[config.mk]
export PLATFORM = sky130hd
export DESIGN_NAME = serial_mem_target
export DESIGN_NICKNAME = d
export VERILOG_FILES = /design/src/serial_mem_pkg.sv /design/src/serial_mem_target.sv
export VERILOG_INCLUDE_DIRS = /design/src /design/src/src
export SDC_FILE = /design/constraint.sdc
export NUM_CORES = 2
export LEC_CHECK = 0
export ABC_CLOCK_PERIOD_IN_PS = 26000
export BUFFER_PORTS_ARGS = -buffer_cell sky130_fd_sc_hd__buf_2
export CORE_UTILIZATION = 30
export DETAILED_ROUTE_END_ITERATION = 10
export GPL_ROUTABILITY_DRIVEN = 0
export PLACE_DENSITY = 0.53
export SKIP_CTS_REPAIR_TIMING = 1
export SYNTH_ARGS = -nofsm -noshare
export SYNTH_HDL_FRONTEND = slang
export SYNTH_SLANG_ARGS = --single-unit
[constraint.sdc]
create_clock -name clk -period 26 [get_ports clk]
set_input_delay 5.2 -clock clk [delete_from_list [all_inputs] [get_ports clk]]
set_output_delay 5.2 -clock clk [all_outputs]
set_load 0.01 [all_outputs]
[src/serial_mem_defs.svh]
// Constants for the two-wire serial byte memory target
`ifndef SERIAL_MEM_DEFS_SVH
`define SERIAL_MEM_DEFS_SVH
`define MEM_DEPTH      512
`define ADDR_W         9
`define PAGE_BYTES     256
// Device-type code; value is arbitrary
`define TYPE_CODE      4'h6
`define BIT_LAST       3'h7
`define ADDR_TOP       9'h1ff
`define ADDR_ZERO      9'h000
`define ADDR_ONE       9'h001
`define CNT_ZERO       3'h0
`define CNT_ONE        3'h1
`define SA_TYPE_HI     7
`define SA_TYPE_LO     4
`define SA_SEL_HI      3
`define SA_SEL_LO      2
`define SA_PAGE        1
`define SA_RW          0
`define WORD_HI        7
`define BYTE_MSB       7
`define BELOW_MSB      6
`endif

[src/serial_mem_pkg.sv]
// Types for the two-wire serial byte memory target
package serial_mem_pkg;
   typedef enum logic [2:0] {
      ST_IDLE, ST_SLAVE, ST_WORD, ST_WDATA, ST_RDATA, ST_ACK_OUT, ST_ACK_IN
   } phase_t;
   typedef struct packed {
      logic scl;
      logic sda;
   } bus_pins_t;
endpackage : serial_mem_pkg

[src/serial_mem_target.sv]
// Two-wire serial 512-byte memory target, oversampled on clk
`timescale 1ns/1ps
`include "serial_mem_defs.svh"
module serial_mem_target
   import serial_mem_pkg::*;
(
   // Clock and reset
   input  wire logic       clk,
   input  wire logic       sys_rst,
   // Two-wire bus
   input  wire logic       scl_in,
   input  wire logic       sda_in,
   output logic            sda_out,
   output logic            sda_oe_n,
   // Straps
   input  wire logic [1:0] device_select_pins,
   input  wire logic       write_protect
);

   ////////////////////////////////////////////////////////////////////////////
   // Input synchronisers; first stage read only by the second
   bus_pins_t   meta_r, sync_r, prev_r;
   bus_pins_t   meta_nxt, sync_nxt, prev_nxt;
   logic [1:0]  sel_meta_r, sel_sync_r;
   logic [1:0]  sel_meta_nxt, sel_sync_nxt;
   logic        wp_meta_r, wp_sync_r;
   logic        wp_meta_nxt, wp_sync_nxt;

   always_comb begin
      meta_nxt     = '{scl: scl_in, sda: sda_in};
      sync_nxt     = meta_r;
      prev_nxt     = sync_r;
      sel_meta_nxt = device_select_pins;
      sel_sync_nxt = sel_meta_r;
      wp_meta_nxt  = write_protect;
      wp_sync_nxt  = wp_meta_r;
   end

   // Reset to idle bus level, so no false edge follows reset
   always_ff @(posedge clk) begin
      if (sys_rst) begin
         meta_r     <= '{scl: 1'b1, sda: 1'b1};
         sync_r     <= '{scl: 1'b1, sda: 1'b1};
         prev_r     <= '{scl: 1'b1, sda: 1'b1};
         sel_meta_r <= 2'h0;
         sel_sync_r <= 2'h0;
         wp_meta_r  <= 1'b0;
         wp_sync_r  <= 1'b0;
      end else begin
         meta_r     <= meta_nxt;
         sync_r     <= sync_nxt;
         prev_r     <= prev_nxt;
         sel_meta_r <= sel_meta_nxt;
         sel_sync_r <= sel_sync_nxt;
         wp_meta_r  <= wp_meta_nxt;
         wp_sync_r  <= wp_sync_nxt;
      end
   end

   ////////////////////////////////////////////////////////////////////////////
   // Bus edges and conditions
   logic scl_rise, scl_fall, start_det, stop_det;
   assign scl_rise  = sync_r.scl & ~prev_r.scl;
   assign scl_fall  = ~sync_r.scl & prev_r.scl;
   assign start_det = sync_r.scl & prev_r.scl & prev_r.sda & ~sync_r.sda;
   assign stop_det  = sync_r.scl & prev_r.scl & ~prev_r.sda & sync_r.sda;

   ////////////////////////////////////////////////////////////////////////////
   // Storage
   // two pages of 256 bytes
   logic [7:0] mem_r [0:`MEM_DEPTH-1];

   ////////////////////////////////////////////////////////////////////////////
   // Protocol state
   phase_t               phase_r, phase_nxt;
   phase_t               after_r, after_nxt;
   logic [2:0]           cnt_r, cnt_nxt;
   logic [7:0]           shift_r, shift_nxt;
   logic [`ADDR_W-1:0]   addr_r, addr_nxt;
   logic                 page_ld, word_ld, addr_inc;
   logic [7:0]           mem_rd;
   logic                 ack_drive_r, ack_drive_nxt;
   logic                 sda_drv_r, sda_drv_nxt;
   logic                 wr_en;
   logic [7:0]           byte_in;
   logic                 addr_hit;

   assign byte_in  = {shift_r[6:0], sync_r.sda};
   assign addr_hit = (byte_in[`SA_TYPE_HI:`SA_TYPE_LO] == `TYPE_CODE) &&
                     (byte_in[`SA_SEL_HI:`SA_SEL_LO] == sel_sync_r);
   // read data from the latched address
   assign mem_rd   = mem_r[addr_r];

   always_comb begin
      phase_nxt     = phase_r;
      after_nxt     = after_r;
      cnt_nxt       = cnt_r;
      shift_nxt     = shift_r;
      page_ld       = 1'b0;
      word_ld       = 1'b0;
      addr_inc      = 1'b0;
      ack_drive_nxt = ack_drive_r;
      sda_drv_nxt   = sda_drv_r;
      wr_en         = 1'b0;
      if (start_det) begin
         phase_nxt   = ST_SLAVE;
         cnt_nxt     = `CNT_ZERO;
         sda_drv_nxt = 1'b0;
      end else if (stop_det) begin
         phase_nxt   = ST_IDLE;
         sda_drv_nxt = 1'b0;
      end else if (scl_rise) begin
         case (phase_r)
            ST_SLAVE, ST_WORD, ST_WDATA: begin
               shift_nxt = byte_in;
               cnt_nxt   = cnt_r + `CNT_ONE;
               if (cnt_r == `BIT_LAST) begin
                  ack_drive_nxt = 1'b0;
                  after_nxt     = ST_IDLE;
                  if (phase_r == ST_SLAVE) begin
                     if (addr_hit) begin
                        page_ld       = 1'b1;
                        ack_drive_nxt = 1'b1;
                        after_nxt     = byte_in[`SA_RW] ? ST_RDATA : ST_WORD;
                     end
                  end else if (phase_r == ST_WORD) begin
                     word_ld       = 1'b1;
                     ack_drive_nxt = 1'b1;
                     after_nxt     = ST_WDATA;
                  end else if (!wp_sync_r) begin
                     wr_en         = 1'b1;
                     addr_inc      = 1'b1;
                     ack_drive_nxt = 1'b1;
                     after_nxt     = ST_WDATA;
                  end
                  // protected byte: no ack, address held
                  phase_nxt = ST_ACK_OUT;
               end
            end
            ST_RDATA: begin
               cnt_nxt = cnt_r + `CNT_ONE;
               if (cnt_r == `BIT_LAST) begin
                  addr_inc  = 1'b1;
                  phase_nxt = ST_ACK_IN;
               end
            end
            ST_ACK_IN: begin
               // continue on ack, end on no-ack
               phase_nxt = sync_r.sda ? ST_IDLE : ST_RDATA;
            end
            default: ;
         endcase
      end else if (scl_fall) begin
         case (phase_r)
            ST_ACK_OUT: begin
               if (ack_drive_r) begin
                  sda_drv_nxt   = 1'b1;
                  ack_drive_nxt = 1'b0;
               end else begin
                  sda_drv_nxt = 1'b0;
                  cnt_nxt     = `CNT_ZERO;
                  phase_nxt   = after_r;
                  if (after_r == ST_RDATA) begin
                     shift_nxt   = {mem_rd[`BELOW_MSB:0], 1'b0};
                     sda_drv_nxt = ~mem_rd[`BYTE_MSB];
                  end
               end
            end
            ST_RDATA: begin
               if (cnt_r == `CNT_ZERO) begin
                  // next sequential byte after master acknowledge
                  shift_nxt   = {mem_rd[`BELOW_MSB:0], 1'b0};
                  sda_drv_nxt = ~mem_rd[`BYTE_MSB];
               end else begin
                  shift_nxt   = {shift_r[`BELOW_MSB:0], 1'b0};
                  sda_drv_nxt = ~shift_r[`BYTE_MSB];
               end
            end
            ST_ACK_IN: begin
               sda_drv_nxt = 1'b0;
            end
            default: sda_drv_nxt = 1'b0;
         endcase
      end
   end

   ////////////////////////////////////////////////////////////////////////////
   // Address latch; strobes from the protocol logic, one at a time
   always_comb begin
      addr_nxt = addr_r;
      if (page_ld) begin
         // page bit is the address MSB
         addr_nxt[`ADDR_W-1] = byte_in[`SA_PAGE];
      end else if (word_ld) begin
         // word byte fills the low bits
         addr_nxt[`WORD_HI:0] = byte_in;
      end else if (addr_inc) begin
         addr_nxt = (addr_r == `ADDR_TOP) ? `ADDR_ZERO : addr_r + `ADDR_ONE;
      end
   end

   always_ff @(posedge clk) begin
      if (sys_rst) begin
         addr_r <= `ADDR_ZERO;
      end else begin
         addr_r <= addr_nxt;
      end
   end

   ////////////////////////////////////////////////////////////////////////////
   // Registers; no busy state, any phase leads straight back
   always_ff @(posedge clk) begin
      if (sys_rst) begin
         phase_r     <= ST_IDLE;
         after_r     <= ST_IDLE;
         cnt_r       <= `CNT_ZERO;
         shift_r     <= 8'h00;
         ack_drive_r <= 1'b0;
         sda_drv_r   <= 1'b0;
      end else begin
         phase_r     <= phase_nxt;
         after_r     <= after_nxt;
         cnt_r       <= cnt_nxt;
         shift_r     <= shift_nxt;
         ack_drive_r <= ack_drive_nxt;
         sda_drv_r   <= sda_drv_nxt;
      end
   end

   // Array is not reset; contents are nonvolatile in spirit
   always_ff @(posedge clk) begin
      if (wr_en) begin
         mem_r[addr_r] <= byte_in;
      end
   end

   ////////////////////////////////////////////////////////////////////////////
   // Open-drain data pin; only data is ever driven, never the clock
   logic oe_n_r, oe_n_nxt;

   // Enable straight from a flop, no gate between flop and pin
   always_comb begin
      oe_n_nxt = ~sda_drv_nxt;
   end

   always_ff @(posedge clk) begin
      if (sys_rst) begin
         oe_n_r <= 1'b1;
      end else begin
         oe_n_r <= oe_n_nxt;
      end
   end

   assign sda_out  = 1'b0;
   assign sda_oe_n = oe_n_r;

endmodule : serial_mem_target

# After elaboration in Yosys (flattened, before gate mapping)
# Memories as Yosys holds them, arrays and structs flattened.
# Cells that the tools add are included.
# W data, S select, Z words.
op_classes:
  muxes: 76
  addsub: 2
  bitwise: 17
  eq_ne: 25
  reduce_logical: 21
ops:
  columns: ["operator", "n"]
  rows:
  - ["$mux W8", 7]
  - ["$mux W1", 46]
  - ["$mux W3", 15]
  - ["$mux W9", 2]
  - ["$reduce_and A6 Y1", 3]
  - ["$pmux W8 S2", 1]
  - ["$eq A3 B3 Y1 const B", 5]
  - ["$ne A3 B3 Y1 const B", 4]
  - ["$ne A5 B5 Y1 const B", 2]
  - ["$not A1 Y1", 10]
  - ["$reduce_and A5 Y1", 2]
  - ["$add A9 B1 Y9 const B", 1]
  - ["$eq A9 B9 Y1 const B", 1]
  - ["$pmux W3 S3", 1]
  - ["$reduce_bool A2 Y1", 4]
  - ["$reduce_bool A4 Y1", 2]
  - ["$and A1 B1 Y1", 7]
  - ["$reduce_and A7 Y1", 1]
  - ["$eq A3 B2 Y1 const B", 2]
  - ["$ne A2 B2 Y1 const B", 3]
  - ["$ne A6 B1 Y1 const B", 1]
  - ["$reduce_or A3 Y1", 2]
  - ["$eq A4 B3 Y1 const B", 1]
  - ["$mux W2", 2]
  - ["other kinds (13)", 16]
word_totals:
  register_bits: 41
  elab_cells: 162
  in_bits: 7
  output_inout_bits: 2
  ram_bits: 4096
  mem_count: 1
memory_table:
  columns: ["memory", "words", "word_bits", "rd", "rd_clocked_by_memory_dff", "write_ports", "line_no", "rtl"]
  rows:
  - ["mem_r", 512, 8, 1, 0, 1, "serial_mem_target.sv:71", "logic [7:0] mem_r [0:`MEM_DEPTH-1];"]

# Logic depth before layout (Yosys ltp)
depth:
  ltp_word: 11
  mapped_depth: 16
  depth_no_buf: 10

# Worst setup path before layout
# OpenSTA, ideal clock, no wires.
synth_path:
  path_type: "reg-to-reg"
  start: "register sync_r (netlist bit byte_in[0])"
  end: "memory mem_r[102][0] (enable)"
  path_buffers: 1
  stages_incl_launch_ff: 9
  arrival_time_ns: 8.765
  setup_ns: 0.370
  synth_period_minus_slack_ns: 9.135
  path_slack_ns: 16.865
  t_required_ns: 25.630
  cell_sequence: "dfxtp_1 > xor2_1 > nand2_1 > and2_1 > nand2_1 > nor3b_1 > nand2_1 > clkbuf_1 > nor2_1"
synth_between:
  elab_chain_cells: 5
synth_rtl:
  columns: ["element", "line_no", "rtl"]
  rows:
  - ["start, declared", "serial_mem_target.sv:22", "bus_pins_t meta_r, sync_r, prev_r;"]
  - ["start signal, assigned", "serial_mem_target.sv:43", "sync_r <= '{scl: 1'b1, sda: 1'b1};"]
  - ["start signal, assigned", "serial_mem_target.sv:51", "sync_r <= sync_nxt;"]
  - ["$and A1 B1 Y1 or $not A1 Y1 (tied branches)", "serial_mem_target.sv:66, serial_mem_target.sv:65", null]
  - ["$mux W1 or $and A1 B1 Y1 (tied branches)", "serial_mem_target.sv:109, serial_mem_target.sv:65", null]
  - ["$mux W1 *", "serial_mem_target.sv:105", "if (start_det) begin"]
  - ["$mux W1 *", "serial_mem_target.sv:232", "if (wr_en) begin"]
  - ["$mux W1 (not written as such) *", "serial_mem_target.sv:233", "mem_r[addr_r] <= byte_in;"]
  - ["end, declared", "serial_mem_target.sv:71", null]
# Every way passes the cells marked *; elsewhere a longest branch is shown, timed or not.

# Worst setup path in the final report
layout_path:
  start: "register oe_n_r, in the netlist sda_oe_n"
  end: "output sda_oe_n"
layout_rtl:
  columns: ["element", "line_no", "rtl"]
  rows:
  - ["start, declared", "serial_mem_target.sv:239", "logic oe_n_r, oe_n_nxt;"]
  - ["start signal, assigned", "serial_mem_target.sv:250", "oe_n_r <= oe_n_nxt;"]
  - ["end, declared", "serial_mem_target.sv:14", "output logic sda_oe_n,"]
# No word-level cell between the ends.

==> summary.txt <==
==========================================================================================
Status                                                                        finished clean
Proportion of netlist area held by the largest area contributor                     0.7659
Drt drc                                                                                  0
Violation count after the first detailed-route iteration                              9236
Post-layout power                                                                 13.19 mW
Startpoint Class                                                                  register
Synth area leaders                                                            sky130_fd_sc_hd__edfxtp_1 (77%), sky130_fd_sc_hd__mux4_2 (16%), sky130_fd_sc_hd__nor2_1 (1.4%)
Filler Cells Inserted                                                               49.17k
Vias in the first global route                                                      79.23k
Longest individual stage delay on the worst path                                   0.53 ns
Cell row count                                                                         268
Number of H-tree branching levels                                                        5
Critical R2R Capture                                                            shift_r[2]
CP Buf/Inv Count                                                                         1
Post-route fraction of the period consumed by the critical path                     0.2662
CP Capture Type                                                                 output pin
Count of flip-flops with a built-in enable after synthesis                            4096
First-pass GRT wire length                                                       640100 um
Standard cell core area                                                       532800 sq um
Worst Min Path Start                                                             meta_r[0]
Antenna violations before repair                                                        30
Post-Synth Simple-Gate Area                                                        0.02752
Insertion delay to the later sink of the worst-skew pair                           1.00 ns
Y dimension of the die                                                            733.6 um
Worst Hold Path Cells                                                                    1
Cell breakdown of the critical path                                                  buf_2
Number of cells after detailed placement                                            14.07k
Max-slew violation total from the final report                                           0
Clock tree from TritonCTS                                                             done
Logic depth of the worst register-to-register path                                      11
Aggregate negative setup slack                                                        0 ns
Critical path arrival                                                              1.72 ns
Number of buffers created by CTS                                                       428
Worst Skew                                                                      0.09093 ns
Tot GR Track Use                                                                    0.1662
Post-detailed-routing wire length                                                458400 um
Fraction of the yosys area taken by sequential cells                                0.7710
Transition at the pin with the smallest max-transition slack                      1.423 ns
Grt total ovfl                                                                           0
Number of vias in the routed layout                                                 77.70k
Worst setup slack after placement                                                 19.06 ns
Detailed-routing iteration count for the pre-antenna-repair pass                         6
Cell area after technology mapping                                            160600 sq um
Clock edge transition at the registers on the reported setup and hold paths        0.06 ns
Mean instance size in the synthesized netlist                                  21.90 sq um
Pin count of the biggest net entering global routing                                   243
Synthesis Warnings                                                                       0
Max Clk Rate                                                                     144.5 MHz
Leakage power of the design                                                       52.96 nW
Adder and majority cell fraction of the synthesized area                         0.0008570
Largest fanout on the critical path                                                      1
Final HPWL from detailed placement                                               269300 um
Min Tclk post-route                                                               6.921 ns
Library cell occupying the most area in the post-synthesis netlist            sky130_fd_sc_hd__edfxtp_1
Hold Fails Final Rpt                                                                     0
Power per cell area                                                           72.37 nW/um^2
Gate count after technology mapping                                                   7333
Most frequently used flop master after synthesis                              sky130_fd_sc_hd__edfxtp_1
Required time of the worst setup path                                             20.80 ns
Type of the setup path with the least slack                                   register to output pin
R2R setup slack                                                                   19.20 ns
Post-layout net count                                                                 7497
Cell family with the largest share of critical-path delay                       flip-flops
Synth async-reset ratio                                                                  0
Syn-to-layout area delta                                                            13.51%
Number of endpoints failing setup at the final stage                                     0
Worst-case hold path end point                                                  byte_in[0]
Clk root buf                                                                  sky130_fd_sc_hd__clkbuf_16
Vias/cell                                                                            5.231
Dominant combinational cell family by area after synthesis                    multiplexers
IO Pins                                                                                  9
RSZ-0062 raised after global routing                                                    no
Hold WC Path Type                                                             register to register
Synthesized-area fraction occupied by ao, oa, aoi and oai cells                    0.01737
Buffer levels on the longest clock path                                                  4
Share of the synthesized netlist area taken by xor and xnor gates                0.0003272
Die outline area                                                              538200 sq um
Initial Utilization                                                                 0.3014
Peak ir drop on the vdd network                                                 0.05645 mV
Clock net sink count                                                                  4137
Fraction of layout instances using a drive strength above 1                         0.2484
IO buf count                                                                             7
Horizontal die dimension                                                          733.6 um
Slowest stage cell on the critical path                                       sky130_fd_sc_hd__dfxtp_1
Max-Slew Margin vs Limit                                                           0.03801
Unique cell type count in the Yosys netlist                                             76
Post-route non-filler standard cell count                                           14.85k
Post-Synthesis Net Count                                                              7351
Layout Utilization                                                                  0.3421
Antenna Violating Nets Remaining                                                         0
Worst flop-to-flop path startpoint                                               addr_r[0]
Synth Register Bits                                                                   4137
Proportion of synthesized area in mux cells                                         0.1672
MaxCap Viol Count                                                                        0
Routed length per instance                                                        30.86 um
Setup WS post-layout                                                              19.08 ns
==========================================================================================
## stage by stage
step,hold WS [ns],cell area (sq um)
3_5_place_dp,0.3948,168800
6_report,0.4218,182300
5_1_grt,0.4186,182300
3_3_place_gp,0.4147,168800
4_1_cts,0.4138,182300
2_1_floorplan,0.3895,160600
## layout by cell type, fill, tap and decap left out, types with 56 or more instances in the layout
master,count
sky130_fd_sc_hd__mux4_2,1117
sky130_fd_sc_hd__clkinv_2,72
sky130_fd_sc_hd__a22oi_1,85
sky130_fd_sc_hd__nor2_1,599
sky130_fd_sc_hd__clkbuf_1,94
sky130_fd_sc_hd__clkinv_1,111
sky130_fd_sc_hd__buf_4,140
sky130_fd_sc_hd__edfxtp_1,4096
sky130_fd_sc_hd__clkbuf_16,430
sky130_fd_sc_hd__o22ai_1,56
sky130_fd_sc_hd__nand2_1,206
sky130_fd_sc_hd__mux2i_1,149
## cells in the mapped netlist, types with 5 or more instances
library cell	instances
sky130_fd_sc_hd__nand3b_1	9
sky130_fd_sc_hd__nand2b_1	17
sky130_fd_sc_hd__and3_1	10
sky130_fd_sc_hd__a22o_1	14
sky130_fd_sc_hd__and2_1	10
sky130_fd_sc_hd__nor3_1	23
sky130_fd_sc_hd__mux4_2	1117
sky130_fd_sc_hd__o22ai_1	56
sky130_fd_sc_hd__a21oi_1	52
sky130_fd_sc_hd__buf_1	49
sky130_fd_sc_hd__ha_1	11
sky130_fd_sc_hd__o31a_1	5
sky130_fd_sc_hd__a32oi_1	29
sky130_fd_sc_hd__mux2_2	11
sky130_fd_sc_hd__or2_2	13
sky130_fd_sc_hd__o211ai_1	15
sky130_fd_sc_hd__nand4_1	19
sky130_fd_sc_hd__a211oi_1	10
sky130_fd_sc_hd__nor2b_1	18
sky130_fd_sc_hd__a31oi_1	9
sky130_fd_sc_hd__nand3_1	52
sky130_fd_sc_hd__mux2i_1	149
sky130_fd_sc_hd__or3_1	6
sky130_fd_sc_hd__a22oi_1	85
sky130_fd_sc_hd__buf_2	91
sky130_fd_sc_hd__a221oi_1	16
sky130_fd_sc_hd__nand2_1	222
sky130_fd_sc_hd__o311ai_0	5
sky130_fd_sc_hd__buf_4	68
sky130_fd_sc_hd__nor2_1	606
sky130_fd_sc_hd__buf_6	47
sky130_fd_sc_hd__nor3b_1	5
sky130_fd_sc_hd__o21ai_0	43
sky130_fd_sc_hd__dfxtp_1	41
sky130_fd_sc_hd__o221ai_1	10
sky130_fd_sc_hd__nor4_1	9
sky130_fd_sc_hd__a2111oi_0	5
sky130_fd_sc_hd__clkbuf_1	194
sky130_fd_sc_hd__edfxtp_1	4096
sky130_fd_sc_hd__inv_1	9
## kinds of logic (layout without fill, tap and decap cells)
kind of cell / after synthesis / after routing
flip-flops: 4137 / 4137
multiplexers: 1280 / 1280
AND/OR/NAND/NOR: 1041 / 1041
buffers and inverters: 463 / 956
AO/OA/AOI/OAI: 394 / 394
adder cells (fa/ha/maj): 11 / 11
XOR/XNOR: 6 / 6
other: 1 / 9
## worst max path at each step
stage / endpoint / start / depth (start not counted)
floorplan: mem_r[102][0] / byte_in[0] / 8
global route: sda_oe_n / sda_oe_n / 1
detailed placement: sda_oe_n / sys_rst / 6
global placement: sda_drv_r / sys_rst / 6
finish: sda_oe_n / sda_oe_n / 1
CTS: sda_oe_n / sda_oe_n / 1
## layout make-up
class	count	area, sq um	area share
diodes	8	20.02	0.0001098
clock buffers	526	11140	0.06112
clock inverters	251	2316	0.01271
inverters	10	45.04	0.0002471
multi-input cells	2733	34590	0.1898
flip-flops and latches	4137	123900	0.6795
well taps	7020	8783	0.04818
repair buffers	169	1518	0.008326
## report_power, final
| part | switching [mW] | internal, mW | total, mW | leakage, nW |
|---|---|---|---|---|
| clock network | 2.60 | 3.34 | 5.94 | 6.55 |
| logic | 0.0179 | 0.00315 | 0.0211 | 9.41 |
| registers | 0.00335 | 7.23 | 7.23 | 37.0 |
## state kept, by name, indices dropped and copies added (netlist names), 2 cells and up
signal,count
meta_r,2
prev_r,2
sel_sync_r,2
shift_r,8
sel_meta_r,2
cnt_r,3
addr_r,9
after_r,3
phase_r,3
mem_r,4096
## per-layer routing
| metal | part of all wire | global-route usage | vias up |
|---|---|---|---|
| li1 | - | - | 31138 |
| met4 | 0.037 | 0.05726 | 2 |
| met3 | 0.079 | 0.03284 | 694 |
| met1 | 0.40 | 0.2244 | 42472 |
| met5 | 0.000028 | 0 | - |
| met2 | 0.48 | 0.2689 | 3390 |
No activity file was read; power rests on OpenSTA's default activity.
